--- src/core/eps_pkg.sv ---
// Package for the enhanced PWM shutdown and steering block
package eps_pkg;
  // ----------------------------------------
  // Register indices
  // ----------------------------------------
  localparam logic [2:0] ADDR_TMRSEL = 3'h0;
  localparam logic [2:0] ADDR_ASD    = 3'h1;
  localparam logic [2:0] ADDR_RDLY   = 3'h2;
  localparam logic [2:0] ADDR_STEER  = 3'h3;
  localparam logic [2:0] ADDR_CHCON  = 3'h4;
  localparam logic [2:0] ADDR_IRQST  = 3'h5;
  localparam logic [2:0] ADDR_IRQMSK = 3'h6;
  // ----------------------------------------
  // Reset values and steering write mask
  // ----------------------------------------
  localparam logic [7:0] RST_TMRSEL = 8'h00;
  localparam logic [7:0] RST_ASD    = 8'h00;
  localparam logic [7:0] RST_RDLY   = 8'h00;
  localparam logic [7:0] RST_STEER  = 8'h01;
  localparam logic [7:0] RST_CHCON  = 8'h00;
  localparam logic [7:0] STEER_MASK = 8'h1F;
  // ----------------------------------------
  // Field codes
  // ----------------------------------------
  localparam logic [1:0] TB_FIRST  = 2'h0;
  localparam logic [1:0] TB_SECOND = 2'h1;
  localparam logic [1:0] TB_THIRD  = 2'h2;
  localparam logic [1:0] MODE_PWM  = 2'h3;
  localparam logic [1:0] CFG_SINGLE = 2'h0;
  localparam logic [1:0] SAFE_LOW  = 2'h0;
  localparam logic [1:0] SAFE_HIGH = 2'h1;
  localparam logic [1:0] QCNT_LAST = 2'h3;
  // Instruction cycle = four master clocks
  localparam int         OSC_PER_ICYC = 4;
  typedef enum logic [1:0] {
    EPS_RUN  = 2'b01,
    EPS_SHUT = 2'b10
  } eps_state_type;
endpackage
--- src/core/eps_core.sv ---
// Shutdown, edge delay and output steering logic for one enhanced PWM channel
`timescale 1ns/100ps
`default_nettype none
module eps_core
  import eps_pkg::*;
(
  // Clock and reset
  input  wire logic       mclk,
  input  wire logic       resetn,
  // Register port
  input  wire logic [2:0] reg_addr,
  input  wire logic [7:0] reg_wdata,
  input  wire logic       reg_wr,
  input  wire logic       reg_rd,
  output logic      [7:0] reg_rdata,
  // Waveform and shutdown sources
  input  wire logic       pwm_raw,
  input  wire logic       period_start,
  input  wire logic       cmp1_out,
  input  wire logic       cmp2_out,
  input  wire logic       ext_int_pin,
  input  wire logic       sync_tick,
  input  wire logic       comparator_sync_en,
  // Port latch values for unsteered pins
  input  wire logic [3:0] port_out,
  // Pins, index 0..3 = A..D
  output logic      [3:0] pwm_out,
  output logic      [3:0] pwm_oe,
  output logic      [3:0] steer_active,
  output logic      [1:0] chan1_timebase,
  output logic            irq
);
  import eps_pkg::*;

  // ----------------------------------------
  // Types and state
  // ----------------------------------------
  // Every flop of the block lives in this one record
  typedef struct packed {
    logic [7:0]    tmrsel;
    logic [7:0]    asd;
    logic [7:0]    rdly;
    logic [7:0]    steer_sh;
    logic [7:0]    steer_eff;
    logic [7:0]    chcon;
    logic [1:0]    irq_st;
    logic [1:0]    irq_msk;
    logic [7:0]    rdata;
    eps_state_type st;
    logic [1:0]    qcnt;
    logic [6:0]    dcnt;
    logic          dly_out;
    logic          prev_raw;
    logic [1:0]    c1s;
    logic [1:0]    c2s;
    logic [1:0]    ints;
    logic          cmp_lat1;
    logic          cmp_lat2;
    logic [3:0]    pout;
    logic [3:0]    poe;
    logic [3:0]    sact;
    logic [1:0]    tb1;
    logic          irq;
  } eps_regs_type;

  eps_regs_type r, n;

  // ----------------------------------------
  // Helper functions
  // ----------------------------------------
  // Pin level driven in the shutdown state for a given safe code
  function automatic logic safe_lvl(input logic [1:0] code);
    safe_lvl = (code == SAFE_HIGH);
  endfunction

  // Source decode of the shutdown select field
  function automatic logic src_hit(input logic [2:0] sel, input logic c1,
                                   input logic c2, input logic pin_low);
    src_hit = (sel[0] & c1) | (sel[1] & c2) | (sel[2] & pin_low);
  endfunction

  // ----------------------------------------
  // Combinational helpers
  // ----------------------------------------
  // Selected shutdown source active this cycle
  logic cause;
  // Last master clock of an instruction cycle
  logic icyc;
  logic steer_ok;
  logic wave;

  // ----------------------------------------
  // Next state
  // ----------------------------------------
  always_comb begin
    n = r;
    // Pin inputs pass two flip-flops
    n.c1s  = {r.c1s[0], cmp1_out};
    n.c2s  = {r.c2s[0], cmp2_out};
    n.ints = {r.ints[0], ext_int_pin};
    n.qcnt = r.qcnt + 2'h1;
    icyc   = (r.qcnt == QCNT_LAST);
    // Comparator levels, optionally latched on the sync tick
    if (!comparator_sync_en || sync_tick) begin
      n.cmp_lat1 = r.c1s[1];
      n.cmp_lat2 = r.c2s[1];
    end
    cause = src_hit(r.asd[6:4], n.cmp_lat1, n.cmp_lat2, ~r.ints[1]);
    // Register writes
    if (reg_wr) begin
      case (reg_addr)
        ADDR_TMRSEL: n.tmrsel = reg_wdata;
        ADDR_ASD:    n.asd = reg_wdata;
        ADDR_RDLY:   n.rdly = reg_wdata;
        ADDR_STEER:  n.steer_sh = reg_wdata & STEER_MASK;
        ADDR_CHCON:  n.chcon = reg_wdata;
        ADDR_IRQMSK: n.irq_msk = reg_wdata[1:0];
        default:     n.irq_st = r.irq_st;
      endcase
    end
    // Shutdown machine; hardware set wins over software clear
    // Status bit and state always move together, so the status
    // never reads set while the pins still run
    case (r.st)
      EPS_RUN: begin
        if (cause) begin
          n.st = EPS_SHUT;
          n.asd[7] = 1'b1;
          n.irq_st[0] = 1'b1;
        end else if (n.asd[7]) begin
          // Software forced shutdown
          n.st = EPS_SHUT;
        end
      end
      EPS_SHUT: begin
        if (cause) begin
          n.asd[7] = 1'b1;
        end else if (r.rdly[7]) begin
          n.asd[7] = 1'b0;
          n.st = EPS_RUN;
          n.irq_st[1] = 1'b1;
        end else if (!n.asd[7]) begin
          n.st = EPS_RUN;
          n.irq_st[1] = 1'b1;
        end
      end
      default: n.st = EPS_RUN;
    endcase
    // Active edge delay in instruction cycles
    // Falling edges pass at once; only the rising edge waits
    // The free quarter counter gives up to one cycle of jitter
    n.prev_raw = pwm_raw;
    if (!pwm_raw) begin
      n.dly_out = 1'b0;
      n.dcnt = 7'h00;
    end else if (!r.prev_raw) begin
      n.dcnt = r.rdly[6:0];
      n.dly_out = (r.rdly[6:0] == 7'h00);
    end else if (!r.dly_out && icyc) begin
      if (r.dcnt <= 7'h01) begin
        n.dly_out = 1'b1;
      end
      n.dcnt = r.dcnt - 7'h01;
    end
    // Steering update point
    // Shadow copy is taken whole so pins never see a half change
    if (r.steer_sh[4] ? period_start : icyc) begin
      n.steer_eff = r.steer_sh;
    end
    // Steering only in PWM mode with single output configuration
    steer_ok = (r.chcon[3:2] == MODE_PWM) && (r.chcon[7:6] == CFG_SINGLE);
    // Delayed waveform feeds every steered pin
    wave = r.dly_out;
    // Per pin: steered waveform, safe state, or port latch
    for (int i = 0; i < 4; i++) begin
      n.sact[i] = steer_ok & r.steer_eff[i];
      if (n.sact[i]) begin
        // A/C use bit 1, B/D use bit 0
        n.pout[i] = wave ^ r.chcon[(i % 2 == 0) ? 1 : 0];
        n.poe[i] = 1'b1;
        if (r.st == EPS_SHUT) begin
          n.pout[i] = safe_lvl((i % 2 == 0) ? r.asd[3:2] : r.asd[1:0]);
          n.poe[i] = ~((i % 2 == 0) ? r.asd[3] : r.asd[1]);
        end
      end else begin
        n.pout[i] = port_out[i];
        n.poe[i] = 1'b1;
      end
    end
    // Channel 1 timebase select output; reserved code falls back to first
    n.tb1 = (r.tmrsel[1:0] == QCNT_LAST) ? TB_FIRST : r.tmrsel[1:0];
    // Read data, one cycle later; status read clears
    n.rdata = 8'h00;
    if (reg_rd) begin
      case (reg_addr)
        ADDR_TMRSEL: n.rdata = r.tmrsel;
        ADDR_ASD:    n.rdata = r.asd;
        ADDR_RDLY:   n.rdata = r.rdly;
        ADDR_STEER:  n.rdata = r.steer_sh;
        ADDR_CHCON:  n.rdata = r.chcon;
        ADDR_IRQST: begin
          n.rdata = {6'h00, r.irq_st};
          n.irq_st = n.irq_st & ~r.irq_st;
          // Events in the same cycle as the read win over its clear
          if (r.st == EPS_RUN && cause) n.irq_st[0] = 1'b1;
          if (r.st == EPS_SHUT && n.st == EPS_RUN) n.irq_st[1] = 1'b1;
        end
        ADDR_IRQMSK: n.rdata = {6'h00, r.irq_msk};
        default:     n.rdata = 8'h00;
      endcase
    end
    // Level interrupt from unmasked sticky status
    n.irq = |(n.irq_st & n.irq_msk);
  end

  // ----------------------------------------
  // State register
  // ----------------------------------------
  always_ff @(posedge mclk or negedge resetn) begin
    if (!resetn) begin
      r <= '{tmrsel: RST_TMRSEL, asd: RST_ASD, rdly: RST_RDLY, steer_sh: RST_STEER,
             steer_eff: RST_STEER, chcon: RST_CHCON, st: EPS_RUN, ints: 2'h3,
             default: '0};
    end else begin
      r <= n;
    end
  end

  // ----------------------------------------
  // Outputs, all straight from flops
  // ----------------------------------------
  assign reg_rdata      = r.rdata;
  assign pwm_out        = r.pout;
  assign pwm_oe         = r.poe;
  assign steer_active   = r.sact;
  assign chan1_timebase = r.tb1;
  assign irq            = r.irq;
endmodule
`default_nettype wire

--- config.mk ---
export PLATFORM = sky130hd
export DESIGN_NAME = eps_core
export DESIGN_NICKNAME = d
export VERILOG_FILES = /design/src/core/eps_pkg.sv /design/src/core/eps_core.sv
export SDC_FILE = /design/constraint.sdc
export NUM_CORES = 1
export LEC_CHECK = 0
export BUFFER_PORTS_ARGS = -buffer_cell sky130_fd_sc_hd__buf_2
export CORE_UTILIZATION = 62
export CTS_CLUSTER_SIZE = 24
export DETAILED_ROUTE_END_ITERATION = 7
export HOLD_SLACK_MARGIN = 0.08
export PLACE_DENSITY = 0.84
export SYNTH_ARGS = -nofsm -noshare
export SYNTH_HDL_FRONTEND = slang
export SYNTH_SLANG_ARGS = --single-unit
--- constraint.sdc ---
create_clock -name mclk -period 4.75 [get_ports mclk]
set_input_delay 1.1875 -clock mclk [delete_from_list [all_inputs] [get_ports mclk]]
set_output_delay 1.1875 -clock mclk [all_outputs]
set_load 0.05 [all_outputs]
Yosys cells after proc, flatten, opt, wreduce, memory -nomap -nowiden
Cells that the tools add are included.
{"block": "classes", "n_eq_ne": 16, "reduce_logical": 17, "n_mux": 47, "n_bitwise": 17, "magnitude_cmp": 1, "add_sub_neg": 2}
{"op": "$pmux 8 s7", "count": 1}
{"op": "$mux 8", "count": 6}
{"op": "$mux 1", "count": 25}
{"op": "$mux 24", "count": 1}
{"op": "$mux 2", "count": 11}
{"op": "$reduce_and 2->1", "count": 6}
{"op": "$eq 3x3->1 const B", "count": 3}
{"op": "$eq 2x1->1 const B", "count": 4}
{"op": "$eq 2x2->1 const B", "count": 4}
{"op": "$and 1x1->1", "count": 7}
{"op": "$le 7x1->1 const B", "count": 1}
{"op": "$logic_not 7->1", "count": 1}
{"op": "$sub 7x1->7 const B", "count": 1}
{"op": "$eq 3x2->1 const B", "count": 2}
{"op": "$ne 3x2->1 const B", "count": 2}
{"op": "$mux 5", "count": 1}
{"op": "$and 2x2->2", "count": 2}
{"op": "$logic_and 1x1->1", "count": 4}
{"op": "$pmux 2 s2", "count": 1}
{"op": "$eq 3x1->1 const B", "count": 1}
{"op": "$logic_not 3->1", "count": 1}
{"op": "$not 1->1", "count": 3}
{"op": "$add 2x1->2 const B", "count": 1}
{"op": "$logic_not 1->1", "count": 2}
{"op": "7 further kinds", "count": 9}
{"block": "word_totals", "ff_bits": 89, "inputBits": 26, "elab_cells": 125}

Longest topological paths before layout
Gate-level depths: netlist (run 1).
{"block": "logic_depth", "ltp_word": 15, "ltp_mapped": 7}

Worst setup path after synthesis (run 1)
No wires, ideal clock.
{"block": "synth_timing", "path_kind": "input -> register", "startpoint": "input reg_addr[1]", "endpoint": "register r (netlist bit irq)", "stages": 6, "setup_time_ps": 77, "arrival_ps": 2384, "path_slack_ps": 2288, "n_path_buf": 1, "path_cell_list": "nor4bb_2 buf_6 mux2i_1 nor4b_4 o32ai_2 a21oi_1"}
{"item": "from (decl)", "line": "eps_core.sv:11", "rtl": "input wire logic [2:0] reg_addr,"}
{"item": "to (signal assigned)", "line": "eps_core.sv:221", "rtl": "r <= '{tmrsel: RST_TMRSEL, asd: RST_ASD, rdly: RST_RDLY, steer_sh: RST_STEER,"}
{"item": "to (signal assigned)", "line": "eps_core.sv:225", "rtl": "r <= n;"}
{"item": "to (decl)", "line": "eps_core.sv:66", "rtl": "eps_regs_type r, n;"}

==> out/qor.log, run 1 <==
[placement] pre-CTS setup slack 1.82 ns
[clock_network] post-cts repair resize count 0
[logic_synthesis] sequential cell area fraction in the yosys report 0.541
[grt] first-pass GRT wire length 12600 um
[worst_setup_path] Setup Crit Path Kind primary input to register
[power_and_ir_drop] power density normalized to cell area 439 mW/mm2
[worst_setup_path] cell with the largest stage delay on the worst path mux2i_1
[hold_path] Tightest Hold Check Type register to register
[logic_synthesis] share of synthesized registers carrying an async set or reset 1.00
[grt] maximum number of pins on one net before global-route repair 90
[grt] total gr overflow 0
[worst_setup_path] top fanout value on the critical path 22
[power_and_ir_drop] Leak Pwr 1.95 nW
[worst_setup_path] Buffers & Inverters on Critical Path 2
[clock_network] Reg clk slew, reported paths 0.08 ns
[route] number of DRC violations after detailed-routing iteration 0 150
[sta] final count of negative-setup-slack endpoints 0
[logic_synthesis] Post-Syn Area 0.00413 mm2
[worst_setup_path] maximum cell stage delay along the critical path 0.33 ns
[cells_and_area] most common library cell in the layout ignoring fill and taps dfrtp_1
[sta] hold violation count in the final report 0
[logic_synthesis] number of cells produced by synthesis 328
[sta] final setup slack of the worst path 2.17 ns
[route] detailed-route vias per instance 5.96
[worst_setup_path] series of cell instances along the critical path buf_2 > nor4bb_2 > buf_4 > mux2i_1 > nor4b_4 > o32ai_2 > a21oi_1
[route] Post-DRT Antenna Nets 0
[logic_synthesis] average cell area after synthesis 12.6 um2
[worst_setup_path] Data required, critical path 5.04 ns
[worst_setup_path] delay-heaviest family, CP simple AND/OR/NAND/NOR gates
[power_and_ir_drop] overall power consumption 1.94 mW
[sta] max_slew headroom 0.284
[logic_synthesis] synthesized net count 359
[sta] worst setup skew after layout 0.0128 ns
[clock_network] maximum clock insertion buffer count 2
[floorplanning] Initial Utilization 0.646
[cells_and_area] proportion of layout cells with a drive suffix above 1 0.356
[route] DRC violation count after routing 0
[clock_network] Post-CTS Setup Bufs 0
[sta] fin crit share 0.544
[cells_and_area] top library cells by usage in the layout, fill and taps aside dfrtp_1 (84), mux2_2 (52), buf_2 (47)
[clock_network] TritonCTS clock tree yes
[sta] FMAX 387 MHz
[sta] post-layout min period 2.58 ns
[run_status] status finished, final reports clean
[sta] sum of negative setup slack 0 ns
[cells_and_area] net total in the final layout 388
[clock_network] CTS H-Tree Depth 3
[grt] total global-route track usage 0.235
[clock_network] total number of clock tree sinks 89
[floorplanning] height of the die 83.6 um
[logic_synthesis] number of enable-type register cells in the synthesized netlist 0
[worst_setup_path] category of the worst setup path capture point register
[floorplanning] die area 0.00699 mm2
[hold_path] cell depth of the worst hold path 0
[cells_and_area] area added between synthesis and finish 7.43%
[worst_setup_path] cell depth of the worst flop-to-flop path 3
[floorplanning] number of standard-cell rows in the floorplan 29
[floorplanning] IO Count 49
[route] average wire per standard cell 17.2 um
[clock_network] Clock Root Buffer clkbuf_8
[floorplanning] area of the core 0.00639 mm2
[sta] count of pins over their slew limit 0
[clock_network] number of buffers inserted for hold repair after clock tree synthesis 0
[cells_and_area] count of fill cells added during filler insertion 464
[sta] unrepaired setup endpoints after global routing false
[grt] initial antenna violation count 0
[route] vias after detailed routing 2618
[cells_and_area] number of antenna cells inserted 0
[power_and_ir_drop] Max IR drop VDD 289 uV
[clock_network] Worst-Skew Late Latency 0.37 ns
[worst_setup_path] worst path arrival time 2.87 ns
[grt] via count of the first global-routing pass 2519
[flow_run] Max Cap Viol 0
[logic_synthesis] count of unique library cells instantiated by Yosys 48
[placement] HPWL after detailed placement 5320 um
[floorplanning] x dimension of the die 83.6 um
[logic_synthesis] main flop type after synthesis dfrtp_1
[clock_network] total clock buffers created by CTS 9
[route] total routed wirelength 7570 um
[logic_synthesis] number of synthesis warnings 0
[logic_synthesis] number of synthesized register bits 89
[placement] number of buffers inserted by port buffering 48
[placement] Final Wtd Congestion 0.820
[worst_setup_path] logic depth of the worst setup path including buffers 7
[sta] actual transition at the worst max-transition pin 1.07 ns
[worst_setup_path] CP Launch Type primary input
[route] first-pass iteration count of the detailed router 4
[Yosys cell counts, types with 6 or more instances]
cell type	n	area (um2)
a211oi_1	8	60.1
a21oi_1	15	75.1
a22oi_1	8	60.1
buf_4	23	173
dfrtp_1	84	2100
inv_1	10	37.5
mux2_2	52	586
mux2i_1	8	80.1
nand2_1	11	41.3
nand3_1	6	30.0
nor2_1	20	75.1
o21ai_0	7	35.0
[sequential cells by signal, indices dropped and copies added, names as in the netlist]
register / count
n: 3
reg_rdata: 8
steer_active: 4
pwm_out: 4
irq: 1
pwm_oe: 4
chan1_timebase: 2
r: 62
wave: 1
[logic make-up after synthesis]
kind of cell | after synthesis | share of synthesized area
XOR/XNOR | 8 | 0.0170
adder cells (fa/ha/maj) | 5 | 0.0152
multiplexers | 62 | 0.173
flip-flops | 89 | 0.541
AND/OR/NAND/NOR | 75 | 0.115
buffers and inverters | 41 | 0.0613
AO/OA/AOI/OAI | 48 | 0.0773
[layer usage]
layer  GRT usage  wire length, um  up-vias
li1            -                -     1206
met1       0.334             3510     1324
met2       0.343             3520       68
met3      0.0455              306       20
met4       0.129              225        0
met5           0                0        -
[final timing paths]
check	start	endpoint	slack, ns
hold / removal	n[22]	r[22]	0.35
min in group asynchronous	resetn	pwm_out[0]	0.99
max in group asynchronous	resetn	r[82]	3.04
setup reg to reg	r[54]	pwm_out[1]	2.91
setup / recovery	reg_addr[2]	irq	2.17
hold reg to reg	n[22]	r[22]	0.35
[through the flow]
| step | instances | hold slack, ns | cell area, um2 | utilization |
|---|---|---|---|---|
| after detailed placement | 423 | 0.336 | 4260 | 0.667 |
| after global placement | 423 | 0.332 | 4260 | 0.667 |
| after floorplan | 328 | 0.331 | 4130 | - |
| after global routing | 439 | 0.364 | 4430 | 0.694 |
| after CTS | 439 | 0.355 | 4430 | 0.694 |
| final | 439 | 0.354 | 4430 | 0.694 |
[cell type report]
type | instances | area [um2] | area share
clock inverters | 4 | 30.0 | 0.00677
inverters | 10 | 37.5 | 0.00847
clock buffers | 12 | 145 | 0.0327
repair buffers | 49 | 250 | 0.0564
multi-input cells | 198 | 1640 | 0.370
well taps | 77 | 96.3 | 0.0217
flip-flops and latches | 89 | 2230 | 0.504
[where the power goes]
| group | total, mW | switching (mW) | internal, mW |
|---|---|---|---|
| clock network | 0.469 | 0.263 | 0.206 |
| logic | 0.471 | 0.261 | 0.210 |
| registers | 1.00 | 0.108 | 0.897 |
No activity file was read; power rests on OpenSTA's default activity.
==> inputs of run 2 (changes only) <==
--- a/config.mk
+++ b/config.mk
@@ -5,12 +5,13 @@
 export SDC_FILE = /design/constraint.sdc
 export NUM_CORES = 1
 export LEC_CHECK = 0
+export ABC_AREA = 1
 export BUFFER_PORTS_ARGS = -buffer_cell sky130_fd_sc_hd__buf_2
-export CORE_UTILIZATION = 62
+export CORE_UTILIZATION = 57
 export CTS_CLUSTER_SIZE = 24
 export DETAILED_ROUTE_END_ITERATION = 7
 export HOLD_SLACK_MARGIN = 0.08
-export PLACE_DENSITY = 0.84
+export PLACE_DENSITY = 0.78
 export SYNTH_ARGS = -nofsm -noshare
 export SYNTH_HDL_FRONTEND = slang
 export SYNTH_SLANG_ARGS = --single-unit
==> constraint.sdc (replaced) <==
create_clock -name mclk -period 2.5 [get_ports mclk]
set_input_delay 0.625 -clock mclk [delete_from_list [all_inputs] [get_ports mclk]]
set_output_delay 0.625 -clock mclk [all_outputs]
set_load 0.05 [all_outputs]
==> out/qor.log, run 2 <==
[sta] worst setup skew after layout 0.00988 ns
[cells_and_area] count of fill cells added during filler insertion 572
[placement] pre-CTS setup slack 0.443 ns
[clock_network] number of buffers inserted for hold repair after clock tree synthesis 0
[sta] max_slew headroom 0.631
[clock_network] CTS H-Tree Depth 3
[power_and_ir_drop] Power Internal 2.46 mW
[logic_synthesis] most frequent cells after synthesis nand2_1 (98), dfrtp_1 (84), o21ai_0 (58)
[grt] total global-route track usage 0.241
[route] first-pass iteration count of the detailed router 8
[logic_synthesis] share of synthesized registers carrying an async set or reset 1.00
[worst_setup_path] CP Launch Type register
[run_status] failing checks DRC
[power_and_ir_drop] fraction of power spent switching nets 0.331
[logic_synthesis] average cell area after synthesis 9.03 um2
[logic_synthesis] number of synthesized register bits 89
[power_and_ir_drop] Gate power share 0.220
[worst_setup_path] Setup Crit Path Kind register to register
[clock_network] Worst-Skew Late Latency 0.36 ns
[grt] first-pass GRT wire length 13400 um
[logic_synthesis] library cell occupying the most area in the post-synthesis netlist dfrtp_1
[power_and_ir_drop] Max IR drop VDD 422 uV
[run_status] status finished with violations
[worst_setup_path] worst path arrival time 1.95 ns
[cells_and_area] top library cells by usage in the layout, fill and taps aside nand2_1 (98), dfrtp_1 (84), o21ai_0 (58)
[route] vias after detailed routing 3038
[clock_network] maximum clock insertion buffer count 2
[floorplanning] IO Count 49
[clock_network] post-cts repair resize count 0
[cells_and_area] number of antenna cells inserted 0
[cells_and_area] flip-flop count of the largest register after layout 62
[cells_and_area] register ranked first by flip-flop count r
[route] detailed-route vias per instance 5.44
[clock_network] TritonCTS clock tree yes
[sta] unrepaired setup endpoints after global routing false
[clock_network] Clock Root Buffer clkbuf_8
[logic_synthesis] count of unique library cells instantiated by Yosys 33
[power_and_ir_drop] net switching power 1.22 mW
[route] met3 wire length 607 um
[clock_network] total clock buffers created by CTS 9
[cells_and_area] proportion of layout cells with a drive suffix above 1 0.172
[sta] hold_ws 0.256 ns
[cells_and_area] fraction of the core area covered by cells at the end of the flow 0.646
[route] number of DRC violations after detailed-routing iteration 0 281
[floorplanning] x dimension of the die 85.6 um
[logic_synthesis] main flop type after synthesis dfrtp_1
[logic_synthesis] number of cells produced by synthesis 441
[sta] FMAX 589 MHz
[grt] maximum number of pins on one net before global-route repair 46
[sta] post-layout min period 1.70 ns
[route] Post-DRT Antenna Nets 0
[logic_synthesis] Post-Syn Area 0.00398 mm2
[sta] fin crit share 0.679
[route] total routed wire length on the met1 layer 3540 um
[clock_network] Reg clk slew, reported paths 0.09 ns
[floorplanning] die area 0.00732 mm2
[sta] actual transition at the worst max-transition pin 0.553 ns
[floorplanning] height of the die 85.6 um
[clock_network] Post-CTS Setup Bufs 0
[hold_path] Tightest Hold Check Type primary input to asynchronous set/reset pin
[power_and_ir_drop] power density normalized to cell area 842 mW/mm2
[power_and_ir_drop] share of power burned in registers 0.498
[route] top layer reached by signal wires met4
[logic_synthesis] number of synthesis warnings 0
[logic_synthesis] sequential cell area fraction in the yosys report 0.561
[logic_synthesis] number of enable-type register cells in the synthesized netlist 0
[placement] HPWL after detailed placement 5960 um
[sta] count of pins over their slew limit 0
[logic_synthesis] synthesized net count 472
[sta] final count of negative-setup-slack endpoints 0
[logic_synthesis] ranking of synthesized cells by area dfrtp_1 (53%), nand2_1 (9.2%), o21ai_0 (7.3%)
[grt] total gr overflow 0
[route] average wire per standard cell 14.5 um
[placement] cell count after placement 542
[logic_synthesis] portion of synthesized cell area occupied by the leading cell type 0.528
[power_and_ir_drop] proportion of power drawn by the clock network 0.282
[worst_setup_path] beginning of the critical path r[34]
[worst_setup_path] top fanout value on the critical path 8
[cells_and_area] FF/Latch Area 0.00223 mm2
[clock_network] total number of clock tree sinks 89
[route] DRC violation count after routing 1
[placement] number of buffers inserted by port buffering 48
[grt] initial antenna violation count 0
[floorplanning] area of the core 0.00676 mm2
[sta] hold violation count in the final report 0
[grt] via count of the first global-routing pass 2835
[cells_and_area] net total in the final layout 504
[route] total routed wirelength 8090 um
[floorplanning] Initial Utilization 0.589
[cells_and_area] most common library cell in the layout ignoring fill and taps nand2_1
[cells_and_area] final design area excluding fillers 0.00437 mm2
[logic_synthesis] most numerous cell in the Yosys netlist nand2_1
[placement] instance area after placement 0.00415 mm2
[placement] Final Wtd Congestion 0.876
[worst_setup_path] Data required, critical path 2.75 ns
[power_and_ir_drop] overall power consumption 3.68 mW
[floorplanning] number of standard-cell rows in the floorplan 30
[cells_and_area] Cell Count, Final, Fillers Out 558
[cells_and_area] multi-input gate area in the final layout 0.00132 mm2
[worst_setup_path] source of the worst register-to-register timing path r[34]
[worst_setup_path] cell depth of the worst flop-to-flop path 7
[worst_setup_path] category of the worst setup path capture point register
[route] met2 WL post-DR 3790 um
[sta] sum of negative setup slack 0 ns
[sta] final setup slack of the worst path 0.801 ns
[flow_run] Max Cap Viol 0
[power_and_ir_drop] Leak Pwr 2.20 nW
[cells_and_area] area added between synthesis and finish 9.75%
## run 2: path summary, 6_finish.rpt
kind                           endpoint  slack, ns
hold reg to reg                   r[20]       0.35
setup reg to reg             pwm_out[0]       0.80
min in group mclk                 r[20]       0.35
hold / removal             reg_rdata[4]       0.26
max in group asynchronous         r[34]       1.58
setup / recovery             pwm_out[0]       0.80
## run 2: worst max-delay path, stage by stage, from the launching register on
cell,delay (ns)
dfstp_2,0.55
inv_1,0.04
ha_1,0.30
inv_1,0.22
nor3_1,0.08
a21oi_1,0.22
nand2_1,0.08
o21a_1,0.11
## run 2: metal layers
layer,vias to the layer above,GRT usage
li1,1473,-
met1,1417,0.331
met2,133,0.378
met3,15,0.0510
met4,0,0.0955
met5,-,0
## run 2: cells by family after synthesis
| kind of cell | synth area share |
|---|---|
| adder cells (fa/ha/maj) | 0.0157 |
| buffers and inverters | 0.108 |
| AO/OA/AOI/OAI | 0.138 |
| AND/OR/NAND/NOR | 0.169 |
| XOR/XNOR | 0.00880 |
| flip-flops | 0.561 |
## run 2: layout make-up
class	instances	share of cell area
clock buffer	11	0.0347
clock inverter	5	0.0143
inverter	62	0.0533
multi-input combinational	261	0.302
sequential	89	0.511
tap	80	0.0229
timing repair buffer	50	0.0619
## run 2: power groups by stage
stage                     logic, mW  clock network (mW)  registers (mW)
after detailed placement      0.811                   0            1.86
after global routing          0.919                1.11            1.86
after CTS                     0.815                1.06            1.83
after global placement        0.798                   0            1.85
after floorplan               0.614                   0            1.84
final                         0.809                1.04            1.83
